## src/verilog/cpp_pkg.sv

```systemverilog
// Shared constants and types of the clock prescaler and power control block
package cpp_pkg;

  // Register byte offsets on the APB bus
  localparam logic [7:0] CPP_OFF_CLKCS = 8'h00;
  localparam logic [7:0] CPP_OFF_SYS1 = 8'h04;
  localparam logic [7:0] CPP_OFF_SYS2 = 8'h08;
  localparam logic [7:0] CPP_OFF_TRIM = 8'h0C;
  localparam logic [7:0] CPP_OFF_MSTBY = 8'h10;
  localparam logic [7:0] CPP_OFF_SLEEP = 8'h14;
  localparam logic [7:0] CPP_OFF_MODE = 8'h18;

  // Field positions in clock_control_status
  localparam int CPP_CK_PINF_LSB = 6;
  localparam int CPP_CK_OSCSEL = 4;
  localparam int CPP_CK_IE = 3;
  localparam int CPP_CK_IF = 2;
  localparam int CPP_CK_RSV1 = 1;
  localparam int CPP_CK_STA = 0;

  // Field positions in system_control_one and system_control_two
  localparam int CPP_S1_STBY_SEL = 7;
  localparam int CPP_S2_SMSEL = 7;
  localparam int CPP_S2_LSON = 6;
  localparam int CPP_S2_MA_LSB = 2;
  localparam int CPP_S2_SA_LSB = 0;

  // Reset values
  localparam logic [7:0] CPP_SYS1_RST = 8'h00;
  localparam logic [7:0] CPP_SYS2_RST = 8'h00;
  localparam logic [7:0] CPP_TRIM_RST = 8'h00;
  localparam logic [12:0] CPP_PRESC_S_RST = 13'h0000;
  localparam logic [4:0] CPP_PRESC_W_RST = 5'h00;

  // Counter widths and timing counts
  localparam int CPP_PRESC_S_W = 13;
  localparam int CPP_PRESC_W_W = 5;
  localparam int CPP_SWITCH_WAIT = 8192;
  localparam logic [5:0] CPP_SUB_DIV4_TC = 6'h03;

  // Power modes
  typedef enum logic [2:0] {
    CPP_ACTIVE = 3'b000,
    CPP_SLEEP = 3'b001,
    CPP_SUBACTIVE = 3'b010,
    CPP_SUBSLEEP = 3'b011,
    CPP_STANDBY = 3'b100
  } cpp_mode_t;

  // Clock enable pulses handed to the rest of the chip
  typedef struct packed {
    logic cpu;
    logic periph;
    logic sub_time_base;
  } cpp_clk_en_t;

  // Terminal count of the active-mode divider from its select code
  function automatic logic [5:0] cpp_ma_tc(input logic [2:0] ma);
    logic [5:0] tc;
    tc = 6'h00;
    case (ma)
      3'b100: tc = 6'h07;
      3'b101: tc = 6'h0F;
      3'b110: tc = 6'h1F;
      3'b111: tc = 6'h3F;
      default: tc = 6'h00;
    endcase
    return tc;
  endfunction : cpp_ma_tc

  // Terminal count of the subclock divider from its select code
  function automatic logic [5:0] cpp_sa_tc(input logic [1:0] sa);
    logic [5:0] tc;
    tc = 6'h01;
    case (sa)
      2'b00: tc = 6'h07;
      2'b01: tc = 6'h03;
      default: tc = 6'h01;
    endcase
    return tc;
  endfunction : cpp_sa_tc

endpackage : cpp_pkg

```

## src/verilog/cpp_tick_div.sv

```systemverilog
`timescale 1ns/1ps
// Programmable divider that turns enabled cycles into one-cycle tick pulses
module cpp_tick_div
  import cpp_pkg::*;
(
  input wire logic pclk,
  input wire logic presetn,
  input wire logic en,
  input wire logic clr,
  input wire logic [5:0] term,
  output logic tick
);

  // Divider state
  typedef struct packed {
    logic [5:0] cnt;
    logic tick;
  } cpp_div_st_t;

  cpp_div_st_t st_reg;
  cpp_div_st_t st_next;

  // Count enabled cycles and pulse on the terminal count
  always_comb
  begin
    st_next = st_reg;
    st_next.tick = 1'b0;
    if (clr)
    begin
      st_next.cnt = 6'h00;
    end
    else if (en)
    begin
      if (st_reg.cnt >= term)
      begin
        st_next.cnt = 6'h00;
        st_next.tick = 1'b1;
      end
      else
      begin
        st_next.cnt = st_reg.cnt + 6'h01;
      end
    end
  end

  // State register
  always_ff @(posedge pclk or negedge presetn)
  begin
    if (!presetn)
    begin
      st_reg <= '0;
    end
    else
    begin
      st_reg <= st_next;
    end
  end

  assign tick = st_reg.tick;

endmodule : cpp_tick_div

```

## src/verilog/cpp_clock_power.sv

```systemverilog
// The implementer's own choices: the register addresses and the APB register port.
`timescale 1ns/1ps
module cpp_clock_power
  import cpp_pkg::*;
#(
  parameter int NUM_MOD = 16,
  parameter int SWITCH_WAIT = CPP_SWITCH_WAIT,
  parameter logic [7:0] TRIM_INIT = CPP_TRIM_RST
)
(
  input wire logic pclk,
  input wire logic presetn,
  input wire logic psel,
  input wire logic penable,
  input wire logic pwrite,
  input wire logic [7:0] paddr,
  input wire logic [31:0] pwdata,
  output logic [31:0] prdata,
  output logic pready,
  output logic pslverr,
  input wire logic subclk_pin,
  input wire logic wake_req,
  input wire logic rtc_time_base_sel,
  output cpp_clk_en_t clk_en,
  output logic [CPP_PRESC_S_W-1:0] presc_s_taps,
  output logic [CPP_PRESC_W_W-1:0] presc_w_taps,
  output logic [NUM_MOD-1:0] module_run,
  output logic rtc_run,
  output logic cpu_halt,
  output logic clock_source_status,
  output logic clock_switch_irq,
  output logic [1:0] osc_pin_func,
  output logic [7:0] oscillator_trim_data,
  output cpp_mode_t power_mode
);

  // Width of the switchover wait counter
  localparam int WAIT_W = $clog2(SWITCH_WAIT + 1);
  localparam logic [WAIT_W-1:0] WAIT_LAST = WAIT_W'(SWITCH_WAIT - 1);

  // Whole state of the block
  typedef struct packed {
    logic [1:0] pin_func;                  // Oscillator pin function
    logic osc_sel;                         // Requested source, 1 external
    logic irq_en;                          // Clock switch interrupt enable
    logic irq_flag;                        // Clock switch interrupt flag
    logic flag_armed;                      // Flag was read as one
    logic src_ext;                         // Source actually in use
    logic switching;                       // Waiting for external settle
    logic [WAIT_W-1:0] wait_cnt;           // Settle wait counter
    logic [7:0] sys1;                      // system_control_one
    logic [7:0] sys2;                      // system_control_two
    logic [2:0] ma_eff;                    // Divider select in force
    logic [1:0] sa_eff;                    // Subclock select in force
    logic [7:0] trim;                      // Oscillator trim data
    logic [NUM_MOD-1:0] mstby;             // Module standby bits
    cpp_mode_t mode;                       // Power mode
    logic [CPP_PRESC_S_W-1:0] presc_s;     // System prescaler
    logic [CPP_PRESC_W_W-1:0] presc_w;     // Subclock prescaler
    logic sub_s1;                          // Subclock synchroniser stage 1
    logic sub_s2;                          // Subclock synchroniser stage 2
    logic sub_s3;                          // Edge detect history
    logic pready;                          // APB ready
    logic pslverr;                         // APB error
    logic [31:0] prdata;                   // APB read data
    cpp_clk_en_t clk_en;                   // Registered clock enables
    logic irq;                             // Registered interrupt request
    logic [NUM_MOD-1:0] mod_run;           // Registered module run
    logic rtc_run;                         // Registered RTC run
    logic cpu_halt;                        // Registered CPU halt
  } cpp_st_t;

  cpp_st_t st_reg;
  cpp_st_t st_next;

  // Divider ticks, subclock edge and system stop
  logic act_tick;
  logic w4_tick;
  logic sub_tick;
  logic sub_edge;
  logic sys_stop;

  // Rising edge of the synchronised subclock
  assign sub_edge = st_reg.sub_s2 & ~st_reg.sub_s3;
  // System clock generator stops in standby and subsleep
  assign sys_stop = (st_reg.mode == CPP_STANDBY) || (st_reg.mode == CPP_SUBSLEEP);

  cpp_tick_div u_act_div (
    .pclk(pclk),
    .presetn(presetn),
    .en(1'b1),
    .clr(sys_stop),
    .term(cpp_ma_tc(st_reg.ma_eff)),
    .tick(act_tick)
  );

  cpp_tick_div u_w4_div (
    .pclk(pclk),
    .presetn(presetn),
    .en(sub_edge),
    .clr(1'b0),
    .term(CPP_SUB_DIV4_TC),
    .tick(w4_tick)
  );

  cpp_tick_div u_sub_div (
    .pclk(pclk),
    .presetn(presetn),
    .en(sub_edge),
    .clr(1'b0),
    .term(cpp_sa_tc(st_reg.sa_eff)),
    .tick(sub_tick)
  );

  // Read data of one register offset
  function automatic logic [31:0] rd_mux(input cpp_st_t s, input logic [7:0] a);
    logic [31:0] d;
    d = 32'h0000_0000;
    case (a)
      CPP_OFF_CLKCS:
      begin
        d[CPP_CK_PINF_LSB +: 2] = s.pin_func;
        d[CPP_CK_OSCSEL] = s.osc_sel;
        d[CPP_CK_IE] = s.irq_en;
        d[CPP_CK_IF] = s.irq_flag;
        d[CPP_CK_RSV1] = 1'b1;
        d[CPP_CK_STA] = s.src_ext;
      end
      CPP_OFF_SYS1: d[7:0] = s.sys1;
      CPP_OFF_SYS2: d[7:0] = s.sys2;
      CPP_OFF_TRIM: d[7:0] = s.trim;
      CPP_OFF_MSTBY: d[NUM_MOD-1:0] = s.mstby;
      CPP_OFF_MODE: d[2:0] = s.mode;
      default: d = 32'h0000_0000;
    endcase
    return d;
  endfunction : rd_mux

  // Whether an offset is mapped
  // prescalers have no offset
  function automatic logic is_mapped(input logic [7:0] a);
    return (a == CPP_OFF_CLKCS) || (a == CPP_OFF_SYS1) || (a == CPP_OFF_SYS2) ||
           (a == CPP_OFF_TRIM) || (a == CPP_OFF_MSTBY) || (a == CPP_OFF_SLEEP) ||
           (a == CPP_OFF_MODE);
  endfunction : is_mapped

  // Next state of the whole block
  always_comb
  begin
    logic access;
    logic done;
    logic wr;
    logic rd;
    logic sleep_exec;
    logic periph_tick;
    access = 1'b0;
    done = 1'b0;
    wr = 1'b0;
    rd = 1'b0;
    sleep_exec = 1'b0;
    periph_tick = 1'b0;
    st_next = st_reg;

    // Subclock pin synchroniser and edge history
    st_next.sub_s1 = subclk_pin;
    st_next.sub_s2 = st_reg.sub_s1;
    st_next.sub_s3 = st_reg.sub_s2;

    // APB: one wait cycle, data and error registered with ready
    access = psel & penable;
    done = access & st_reg.pready;
    wr = done & pwrite & is_mapped(paddr);
    rd = done & ~pwrite;
    st_next.pready = access & ~st_reg.pready;
    st_next.pslverr = access & ~st_reg.pready & ~is_mapped(paddr);
    if (access && !st_reg.pready)
    begin
      st_next.prdata = pwrite ? 32'h0000_0000 : rd_mux(st_reg, paddr);
    end

    // reading the flag as one arms its clear
    if (rd && paddr == CPP_OFF_CLKCS && st_reg.irq_flag)
    begin
      st_next.flag_armed = 1'b1;
    end

    // Register writes
    if (wr)
    begin
      case (paddr)
        CPP_OFF_CLKCS:
        begin
          st_next.pin_func = pwdata[CPP_CK_PINF_LSB +: 2];
          st_next.irq_en = pwdata[CPP_CK_IE];
          st_next.flag_armed = 1'b0;
          if (!pwdata[CPP_CK_IF] && st_reg.flag_armed)
          begin
            st_next.irq_flag = 1'b0;
          end
          // select external only while flag is clear
          if (pwdata[CPP_CK_OSCSEL] && !st_reg.irq_flag)
          begin
            st_next.osc_sel = 1'b1;
            if (!st_reg.src_ext && !st_reg.switching)
            begin
              st_next.switching = 1'b1;
              st_next.wait_cnt = '0;
            end
          end
          else if (!pwdata[CPP_CK_OSCSEL])
          begin
            st_next.osc_sel = 1'b0;
            st_next.switching = 1'b0;
          end
        end
        CPP_OFF_SYS1: st_next.sys1 = pwdata[7:0];
        CPP_OFF_SYS2: st_next.sys2 = pwdata[7:0];
        CPP_OFF_TRIM: st_next.trim = pwdata[7:0];
        CPP_OFF_MSTBY: st_next.mstby = pwdata[NUM_MOD-1:0];
        CPP_OFF_SLEEP: sleep_exec = 1'b1;
        default: st_next.mode = st_reg.mode;
      endcase
    end

    // status follows only after the settle wait ends
    if (st_reg.switching && act_tick)
    begin
      if (st_reg.wait_cnt == WAIT_LAST)
      begin
        st_next.src_ext = 1'b1;
        st_next.switching = 1'b0;
      end
      else
      begin
        st_next.wait_cnt = st_reg.wait_cnt + WAIT_W'(1);
      end
    end

    // flag set on leaving the external clock, set wins
    if (!st_reg.osc_sel && st_reg.src_ext)
    begin
      st_next.src_ext = 1'b0;
      st_next.irq_flag = 1'b1;
    end

    // Power mode machine
    case (st_reg.mode)
      CPP_ACTIVE, CPP_SUBACTIVE:
      begin
        if (sleep_exec)
        begin
          // new rates take effect on the sleep command
          st_next.ma_eff = st_reg.sys2[CPP_S2_MA_LSB +: 3];
          st_next.sa_eff = st_reg.sys2[CPP_S2_SA_LSB +: 2];
          // standby select, then subsleep select, then low-speed select decide the target mode
          if (st_reg.sys1[CPP_S1_STBY_SEL])
          begin
            st_next.mode = CPP_STANDBY;
          end
          else if (st_reg.sys2[CPP_S2_SMSEL])
          begin
            st_next.mode = CPP_SUBSLEEP;
          end
          else if (st_reg.sys2[CPP_S2_LSON])
          begin
            st_next.mode = CPP_SUBACTIVE;
          end
          else
          begin
            st_next.mode = CPP_SLEEP;
          end
        end
      end
      CPP_SLEEP, CPP_SUBSLEEP, CPP_STANDBY:
      begin
        // Wake returns to the running mode chosen by low-speed select
        if (wake_req)
        begin
          st_next.mode = st_reg.sys2[CPP_S2_LSON] ? CPP_SUBACTIVE : CPP_ACTIVE;
        end
      end
      default: st_next.mode = CPP_ACTIVE;
    endcase

    // halt and clear in standby and subsleep
    if (sys_stop)
    begin
      st_next.presc_s = CPP_PRESC_S_RST;
    end
    // free-running count on the divided system clock
    else if (act_tick)
    begin
      st_next.presc_s = st_reg.presc_s + CPP_PRESC_S_W'(1);
    end

    // subclock prescaler runs in every mode while edges arrive
    if (w4_tick)
    begin
      st_next.presc_w = st_reg.presc_w + CPP_PRESC_W_W'(1);
    end

    // Clock enables per mode
    case (st_reg.mode)
      // active mode on the system clock
      CPP_ACTIVE:
      begin
        st_next.clk_en.cpu = act_tick;
        periph_tick = act_tick;
      end
      CPP_SLEEP:
      begin
        st_next.clk_en.cpu = 1'b0;
        periph_tick = act_tick;
      end
      CPP_SUBACTIVE:
      begin
        st_next.clk_en.cpu = sub_tick;
        periph_tick = sub_tick;
      end
      CPP_SUBSLEEP:
      begin
        st_next.clk_en.cpu = 1'b0;
        periph_tick = sub_tick;
      end
      default:
      begin
        st_next.clk_en.cpu = 1'b0;
        periph_tick = 1'b0;
      end
    endcase
    st_next.clk_en.periph = periph_tick;
    st_next.clk_en.sub_time_base = w4_tick;
    st_next.cpu_halt = (st_reg.mode != CPP_ACTIVE) && (st_reg.mode != CPP_SUBACTIVE);

    st_next.mod_run = (st_reg.mode == CPP_STANDBY) ? '0 : ~st_reg.mstby;
    // RTC in standby only with its time-base function
    if (st_reg.mode == CPP_STANDBY)
    begin
      st_next.rtc_run = rtc_time_base_sel & ~st_reg.mstby[0];
    end
    else
    begin
      st_next.rtc_run = ~st_reg.mstby[0];
    end

    // interrupt request from enable and flag
    st_next.irq = st_reg.irq_en & st_reg.irq_flag;
  end

  // State register; reset selects the internal oscillator
  always_ff @(posedge pclk or negedge presetn)
  begin
    if (!presetn)
    begin
      st_reg <= '0;
      st_reg.src_ext <= 1'b0;
      st_reg.mode <= CPP_ACTIVE;
      st_reg.sys1 <= CPP_SYS1_RST;
      st_reg.sys2 <= CPP_SYS2_RST;
      // trim data back to its initial value
      st_reg.trim <= TRIM_INIT;
      st_reg.presc_s <= CPP_PRESC_S_RST;
      st_reg.presc_w <= CPP_PRESC_W_RST;
    end
    else
    begin
      st_reg <= st_next;
    end
  end

  // Outputs straight from the state register
  assign prdata = st_reg.prdata;
  assign pready = st_reg.pready;
  assign pslverr = st_reg.pslverr;
  assign clk_en = st_reg.clk_en;
  // shared taps; each peripheral picks its own bit
  assign presc_s_taps = st_reg.presc_s;
  assign presc_w_taps = st_reg.presc_w;
  assign module_run = st_reg.mod_run;
  assign rtc_run = st_reg.rtc_run;
  assign cpu_halt = st_reg.cpu_halt;
  assign clock_source_status = st_reg.src_ext;
  assign clock_switch_irq = st_reg.irq;
  assign osc_pin_func = st_reg.pin_func;
  assign oscillator_trim_data = st_reg.trim;
  assign power_mode = st_reg.mode;

endmodule : cpp_clock_power

```

## config.mk

```make
export PLATFORM = sky130hd
export DESIGN_NAME = cpp_clock_power
export DESIGN_NICKNAME = d
export VERILOG_FILES = /design/src/verilog/cpp_pkg.sv /design/src/verilog/cpp_tick_div.sv /design/src/verilog/cpp_clock_power.sv
export SDC_FILE = /design/constraint.sdc
export NUM_CORES = 1
export LEC_CHECK = 0
export BUFFER_PORTS_ARGS = -buffer_cell sky130_fd_sc_hd__buf_4
export CAP_MARGIN = 20
export CORE_UTILIZATION = 58
export CTS_BUF_LIST = sky130_fd_sc_hd__clkbuf_4 sky130_fd_sc_hd__clkbuf_8
export CTS_CLUSTER_DIAMETER = 200
export CTS_CLUSTER_SIZE = 8
export DETAILED_ROUTE_END_ITERATION = 10
export PLACE_DENSITY = 0.89
export SETUP_SLACK_MARGIN = 0.2
export SLEW_MARGIN = 20
export SYNTH_ARGS = -nofsm -noshare
export SYNTH_HDL_FRONTEND = slang
export SYNTH_HIERARCHICAL = 1
export SYNTH_SLANG_ARGS = --single-unit
```

## constraint.sdc

```tcl
create_clock -name pclk -period 2.7 [get_ports pclk]
set_input_delay 0.27 -clock pclk [delete_from_list [all_inputs] [get_ports pclk]]
set_output_delay 0.27 -clock pclk [all_outputs]
set_load 0.05 [all_outputs]
```

== Word-level counts from Yosys, hierarchy flattened ==
Index checks and enable logic that the tools add are counted.
Word-level totals
  register bits: 168
  bits in latches: 0
  bits in writable memories: 0
  bits in read-only memories: 0
  bits of input ports: 48
  output and inout port bits: 88
  logic and storage cells: 176
  memories: 0
Cells by class
  add/sub/neg operators: 6
  $mul: 0
  div/mod/pow operators: 0
  magnitude comparators: 3
  equality and inequality tests: 18
  shift operators: 0
  muxes and demuxes: 52
  bitwise logic cells: 16
  reduce and logical (&&, ||, !) cells: 45
Operator list (count)
  16-bit two-way mux: 3
  31-bit two-way mux: 1
  15-bit two-way mux: 2
  14-bit two-way mux: 2
  13-bit two-way mux: 2
  8-bit by 5-bit == test with 1-bit output (second input constant): 3
  6-bit two-way mux: 4
  8-bit two-way mux: 3
  6-bit case mux with 4 select lines: 1
  2-bit case mux with 5 select lines: 2
  6-bit by 1-bit adder with 6-bit output (second input constant): 3
  3-bit case mux with 6 select lines: 1
  1-bit two-way mux: 17
  8-bit by 4-bit == test with 1-bit output (second input constant): 2
  16-bit inverter: 1
  3-bit == test (second input constant): 5
  14-bit by 1-bit adder with 14-bit output (second input constant): 1
  14-bit by 13-bit == test with 1-bit output (second input constant): 1
  2-bit AND reduction: 7
  13-bit by 1-bit adder with 13-bit output (second input constant): 1
  2-bit two-way mux: 6
  3-bit case mux with 2 select lines: 2
  2-bit nonzero test: 6
  1-bit AND: 10
  other kinds (24): 54

== Depth between registers and ports, before layout ==
Gate-level depths: netlist of the first run.
  depth in word-level cells: 12
  gate-level depth with buffers: 9

== By module ==
Netlist of the first run, hierarchy kept.
By module, submodules not included
  cpp_clock_power: times used 1, cells an instance 574, area each 6337.3 um^2, sequential area each 3278.1 um^2
  cpp_tick_div: times used 3, cells an instance 55, area each 504.2 um^2, sequential area each 175.2 um^2

== Worst setup path after synthesis of the first run ==
No wires, ideal clock.
  kind: register to register
  start point: reg st_reg, in the netlist power_mode[0]
  end point: reg u_act_div/st_reg[4] in the netlist's numbering
  library setup time: 124 ps
  arrival time: 2012 ps
  required time: 2576 ps
  path slack: 564 ps
  stages on the path, launching flop included: 10
  path buffers: 2
  clock period less this slack: 2136 ps
  path through: dfrtp_1 -> clkbuf_1 -> nand2_1 -> o21ai_0 -> clkbuf_1 -> inv_1 -> o2111ai_1 -> o21bai_4 -> nor3_1 -> a211o_1
Between the ends
  cells in the longest elaborated chain, start to end: 3
  elaborated cells between the ends (all ways): 4
Ends and longest elaborated chain
  start, declared: RTL line cpp_clock_power.sv:73  | cpp_st_t st_reg;
  start signal, assigned: RTL line cpp_clock_power.sv:367  | st_reg <= st_next;
  3-bit == test / 3-bit by 2-bit == test with 1-bit output (equally long branches): RTL line cpp_clock_power.sv:86  | assign sys_stop = (st_reg.mode == CPP_STANDBY) || (st_reg.mode == CPP_SUBSLEEP);
  1-bit logical OR (*): RTL line cpp_clock_power.sv:86
  named net sys_stop: RTL line cpp_clock_power.sv:81  | logic sys_stop;
  6-bit two-way mux (*): RTL line cpp_tick_div.sv:28  | if (clr)
  end signal, assigned: RTL line cpp_tick_div.sv:55  | st_reg <= st_next;
  end, declared: RTL line cpp_tick_div.sv:20  | cpp_div_st_t st_reg;
Mark *: on every way through the listed nets, which the timed path passes. The rest lies on a longest branch.
A chain may end at the register's enable or synchronous reset.

== Final worst setup path of the first run ==
  start point: reg st_reg[108] in the netlist's numbering
  end point: reg u_act_div/st_reg[6] in the netlist's numbering
Between the ends
  cells in the longest elaborated chain, start to end: 5
  elaborated cells between the ends (all ways): 8
Ends and longest elaborated chain
  3-bit == test: RTL line cpp_pkg.sv:61  | case (ma)
  6-bit case mux with 4 select lines (*): RTL line cpp_pkg.sv:61
  6-bit greater-or-equal comparator (*): RTL line cpp_tick_div.sv:34  | if (st_reg.cnt >= term)
  6-bit two-way mux (*): RTL line cpp_tick_div.sv:34
  6-bit two-way mux (*): RTL line cpp_tick_div.sv:28
Every way passes the cells marked *; elsewhere a longest branch is shown, timed or not.

==> results of run 1 <==
[Yosys cell counts (all sizes together) (2+ instances only)]
master / n
a211o: 4
a21boi: 4
a21o: 3
a21oi: 22
a22o: 10
a31oi: 4
and2: 3
and3: 8
and4: 4
buf: 87
clkbuf: 19
conb: 2
dfrtp: 152
ha: 24
inv: 32
mux2: 49
mux2i: 21
nand2: 61
nand2b: 4
nand3: 22
nand3b: 4
nand4: 19
nor2: 56
nor2b: 3
nor3: 14
nor3b: 5
nor4: 7
nor4b: 2
o2111ai: 3
o211ai: 5
o21a: 2
o21ai: 20
o21bai: 3
o221ai: 3
o22ai: 8
o311ai: 2
o31ai: 8
or2: 4
or3: 6
or4: 4
xnor2: 10
xor2: 8
[metal layers]
layer,GRT usage,up-vias,share of wire
met2,0.405,173,0.49
met3,0.0555,23,0.057
li1,-,2632,-
met1,0.329,2774,0.43
met5,0,-,0
met4,0.0833,0,0.015
[stage by stage]
step                      std cells   util  total power [uW]  worst slack (ns)  hold WS [ns]
after CTS                       996  0.667              5010             0.595       0.00173
after floorplan                 773      -              3090             0.564       -0.0256
final                           996  0.667              4980             0.547        0.0306
after detailed placement        961  0.635              3250             0.457         0.337
after global placement          961  0.635              3240             0.491         0.334
after global routing            996  0.667              5190             0.421        0.0195
[power breakdown]
| group | leakage, uW | total [uW] | internal (uW) | switching (uW) |
|---|---|---|---|---|
| registers | 0.00193 | 2450 | 2350 | 94.9 |
| clock network | 0.000206 | 1760 | 841 | 919 |
| logic | 0.00211 | 769 | 239 | 530 |
[layout make-up]
cell class / count / area (um^2) / area share
inverters: 32 / 120 / 0.0136
repair buffers: 121 / 945 / 0.107
clock inverters: 15 / 166 / 0.0188
well taps: 176 / 220 / 0.0249
multi-input cells: 483 / 3340 / 0.379
clock buffers: 17 / 234 / 0.0265
flip-flops and latches: 152 / 3800 / 0.431
[critical path, stage by stage (launching register included)]
cell and delay [ns]:
dfrtp_1 0.48, and3_1 0.20, inv_1 0.04, ha_1 0.32, a21oi_2 0.20, o2111ai_1 0.15, o21bai_4 0.24, or3_1 0.36
o211ai_1 0.09
[what timing repair did]
action                    4_1_cts  5_1_grt
hold endpoints to repair       79        0
gates resized for setup         0        0
hold buffers                    3        0
buffers inserted                0        0
[cell families (layout without fill, tap and decap cells)]
kind of cell	after synthesis	after routing
compound gates	107	107
xor+xnor	18	18
fa+ha+maj	24	24
buf+inv	138	185
flops	152	152
mux	71	71
other cells	2	36
simple gates	227	227
[worst paths after layout]
check                                       start  slack, ns  cells past startpoint                  end
min in group asynchronous                 presetn       0.40                      2           st_reg[94]
worst min-delay path            rtc_time_base_sel       0.03                      3              rtc_run
worst max register to register        st_reg[108]       0.55                      8  u_act_div/st_reg[6]
max in group asynchronous                 presetn       1.59                      3      presc_w_taps[1]
worst min register to register        st_next[57]       0.35                      0          st_next[56]
worst max-delay path                  st_reg[108]       0.55                      8  u_act_div/st_reg[6]
==> flow_metrics.py, run 1 <==
metrics = {
    "synth": {
        "synth_top_family_by_area": "simple AND/OR/NAND/NOR gates",
        "synth_xor_area_frac": 0.0201,
        "async_reset_ff_frac": 1.00,
        "syn_avg_cell_area_um2": 10.6,
        "synth_mux_area_frac": 0.0999,
        "synth.top_cell.area_share": 0.485,
        "synth_adder_area_share": 0.0383,
        "ys_types": 58,
        "synth_edf_count": 0,
        "yosys_warnings": 6,
        "syn_area_um2": 7850,
        "seq_area_frac_synth": 0.485,
        "synthTopCellsByArea": "dfrtp_1 48%, buf_4 7.8%, mux2_2 7.0%, ha_1 3.8%, nand2_1 2.9%",
        "synth-main-ff-cell": "dfrtp_1",
        "yosys.area_share.simple": 0.149,
        "synth_top_cell_by_area": "dfrtp_1",
        "synthesis.instances": 739,
        "ys_seq_elements": 152,
        "synth_compound_gate_area_share": 0.102,
    },
    "grt": {
        "grt_max_degree": 80,
        "antenna_found_initial": 0,
        "overflow": 0,
        "grt_pass1_wl_mm": 27.3,
        "grtUsageTotal": 0.248,
        "grt_pass1_vias": 5502,
    },
    "detailed_routing": {
        "route.vias.total": 5602,
        "route.detailed.drc": 0,
        "via_per_inst": 5.62,
        "drt_wl_total_mm": 16.2,
        "antenna_left": 0,
        "dr.pass1.iters": 5,
        "dr.first_iter.drc_count": 243,
        "wl_per_cell_um": 16.3,
    },
    "sta": {
        "max_freq_mhz": 464,
        "setup_tns_ns": 0,
        "slew_headroom": 0.510,
        "setup_viol": 0,
        "fin_crit_sh": 0.798,
        "fin_skew_ns": 0.0114,
        "hold_violations": 0,
        "tightest_slew_ns": 0.735,
        "rsz0062_at_grt": "false",
        "period_needed_ns": 2.15,
        "drv_slew": 0,
    },
    "die": {
        "start_util": 0.593,
        "coreArea_um2": 13200,
        "dieWidth_um": 118,
        "ios": 136,
        "die_y_um": 118,
        "die_area_um2": 14000,
        "fp-row-count": 42,
    },
    "power": {
        "irDropWorstVdd_uv": 351,
        "powerDensity_nw_per_um2": 564,
        "power_leakage_uw": 0.00425,
    },
    "critical_path": {
        "critPathKind": "reg -> reg",
        "crit_path_end_kind": "flop",
        "arrival_ns": 2.54,
        "cp_max_fo": 9,
        "required_ns": 3.08,
        "start_kind": "flop",
    },
    "cells_and_area": {
        "fillers": 971,
        "diodes": 0,
        "area_growth_pct": 12.5,
        "largest_reg_flops": 57,
        "final_area_um2": 8830,
        "fin_nets": 879,
        "final_cell_mix": "152 x dfrtp_1, 115 x buf_4, 61 x nand2_1",
        "drive_gt1_frac": 0.268,
        "final_common_cell": "dfrtp_1",
    },
    "status": {
        "status": "complete, no violations",
    },
    "placed_design": {
        "place.gp.congestion": 0.834,
        "placed_area_um2": 8400,
        "hpwl_mm": 11.7,
        "portBuffers": 103,
    },
    "clock_tree": {
        "clockBufferDepth": 2,
        "clockRootBuffer": "clkbuf_8",
        "cts_buffers": 17,
        "path_clk_slew_ns": 0.08,
        "cts_sinks": 152,
        "htree_levels": 4,
        "clk_latency_ns": 0.47,
        "cts_tree": "done",
    },
    "worst_hold_path": {
        "hold_class": "in -> reg",
    },
    "job": {
        "max_cap_violations": 0,
    },
}
Power figures use the tool's default switching activity.
==> run 2: changes to the inputs <==
clock period = 2.2 ns   (was 2.7 ns; I/O delays follow)
==> run 2 against run 1 <==
  * Final cell count grew 2.6%
  * Sequential share of layout area fell by 1.6 points
  * Global-route usage up 1.6 points
  * Sequential cell count is the same
  * Fmax is 1.9% higher
  * Total power up 29%
  * First-iteration DRC count is 62% higher
  * Combinational power rose by 27%
  * Clock-buffer cell count up 1
  * Utilization increased by 2.6 points
  * Final area is 3.9% higher
  * Sequential power grew 23%
==> flow_metrics.py, run 2 (synthesis results as in run 1) <==
metrics = {
    "power": {
        "powerDensity_nw_per_um2": 702,
        "power_frac_seq": 0.468,
        "p_switching_uw": 1870,
        "finalPower_uw": 6440,
        "power_leakage_uw": 0.00438,
        "irDropWorstVdd_uv": 494,
        "p_int_uw": 4570,
        "p_comb_frac": 0.152,
        "switching_share": 0.291,
        "power_frac_clock": 0.380,
    },
    "cells_and_area": {
        "ff_latch_area_um2": 3810,
        "final_util": 0.693,
        "diodes": 0,
        "final_common_cell": "dfrtp_1",
        "final_cell_mix": "150 x dfrtp_1, 131 x buf_4, 61 x nand2_1",
        "largest_reg_flops": 57,
        "multi_input_area_um2": 3430,
        "fin_nets": 905,
        "drive_gt1_frac": 0.291,
        "final_cells": 1022,
        "area_growth_pct": 16.9,
        "fillers": 921,
    },
    "placed_design": {
        "hpwl_mm": 11.7,
        "placed_cells": 969,
        "portBuffers": 103,
        "place.gp.congestion": 0.821,
    },
    "worst_hold_path": {
        "min_from": "pwdata[15]",
        "hold_class": "in -> reg",
        "min_to": "st_reg[95]",
        "whs_path_depth": 2,
    },
    "detailed_routing": {
        "wl_per_cell_um": 18.0,
        "route.detailed.drc": 0,
        "dr.first_iter.drc_count": 393,
        "antenna_left": 0,
        "dr.pass1.iters": 5,
        "route.vias.total": 5915,
        "via_per_inst": 5.79,
        "drt_wl_total_mm": 18.4,
    },
    "sta": {
        "hold_violations": 0,
        "tightest_slew_ns": 0.591,
        "drv_slew": 0,
        "fin_crit_sh": 0.960,
        "slew_headroom": 0.606,
        "setup_viol": 0,
        "period_needed_ns": 2.11,
        "rsz0062_at_grt": "true",
        "setup_tns_ns": 0,
        "fin_skew_ns": 0.0109,
        "max_freq_mhz": 473,
    },
    "critical_path": {
        "arrival_ns": 2.46,
        "start_kind": "flop",
        "startpoint": "st_reg[107]",
        "critPathKind": "reg -> reg",
        "r2r_cells": 9,
        "r2r_slack_ns": 0.09,
        "crit_path_end_kind": "flop",
        "cp_max_fo": 4,
        "required_ns": 2.54,
        "r2r-start": "st_reg[107]",
        "regToRegEndpoint": "u_act_div/st_reg[4]",
    },
    "die": {
        "ios": 136,
        "die_y_um": 118,
        "die_area_um2": 14000,
        "dieWidth_um": 118,
        "fp-row-count": 42,
        "coreArea_um2": 13200,
        "start_util": 0.593,
    },
    "clock_tree": {
        "cts_buffers": 17,
        "path_clk_slew_ns": 0.08,
        "clk_latency_ns": 0.46,
        "clockRootBuffer": "clkbuf_8",
        "htree_levels": 4,
        "cts_tree": "done",
        "cts_sinks": 152,
        "clockBufferDepth": 2,
    },
    "grt": {
        "antenna_found_initial": 0,
        "grt_max_degree": 63,
        "grtUsageTotal": 0.264,
        "grt_pass1_vias": 5616,
        "overflow": 0,
        "grt_pass1_wl_mm": 28.7,
    },
    "job": {
        "max_cap_violations": 0,
    },
    "status": {
        "status": "complete, no violations",
    },
}
==> run 2: cell types whose count changed in the layout (fill, tap and decap cells not counted), moves of 3 or more <==
cell | previous run | this run
buf_4 | 115 | 131
bufinv_16 | 2 | 5
clkinv_4 | 5 | 1
clkinvlp_4 | 0 | 4
dlygate4sd3_1 | 3 | 13
inv_6 | 6 | 3
==> run 2: critical path: stages (launching register included) <==
cell and delay [ns]:
dfrtp_1 0.44, and3_1 0.22, inv_1 0.08, ha_4 0.30, nand2_1 0.09, o2111ai_2 0.21, o21bai_4 0.18, buf_4 0.15
nor3_1 0.04, a211o_1 0.30
==> run 2: power by group through the flow <==
stage | registers (uW) | logic [uW] | clock network [uW]
floorplan | 3040 | 752 | 0
global placement | 3050 | 916 | 0
detailed placement | 3060 | 942 | 0
CTS | 3010 | 968 | 2480
global route | 3030 | 1060 | 2610
finish | 3010 | 979 | 2450
==> run 2: final cells by class <==
cell class	instances	area share
repair buffers	146	0.125
clock inverters	14	0.0240
flip-flops and latches	152	0.415
multi-input cells	484	0.373
inverters	32	0.0131
clock buffers	18	0.0263
well taps	176	0.0240
==> run 2: metrics by stage <==
stage          worst slack (ns)  area, um^2  hold slack, ns
2_1_floorplan             0.270        7980         -0.0756
3_3_place_gp              0.180        8450           0.237
3_5_place_dp              0.148        8450           0.236
4_1_cts                   0.201        9060         0.00521
5_1_grt                  0.0887        9180          0.0151
6_report                 0.0874        9180          0.0286
==> run 2: how the worst max path moves through the flow <==
stage / endpoint / slack, ns
after CTS: u_act_div/st_reg[6] / 0.20
final: u_act_div/st_reg[4] / 0.09
after detailed placement: st_reg[117] / 0.15
after global routing: u_act_div/st_reg[6] / 0.09
after floorplan: u_act_div/st_reg[4] / 0.27
after global placement: st_reg[122] / 0.18
==> run 2: routing by layer <==
metal,up-vias,part of all wire,wire length (um),global-route usage
li1,2684,-,-,-
met4,0,0.045,835,0.140
met1,2895,0.40,7440,0.333
met3,67,0.070,1280,0.0618
met2,269,0.48,8840,0.422
met5,-,0,0,0
==> run 2: timing repair <==
item,in CTS,in global routing
hold endpoints to repair,70,0
gates resized for setup,2,10
hold buffers,13,0
cloned,0,1
endpoints found under the setup margin,1,6
pin swaps,1,4
buffers inserted,2,5
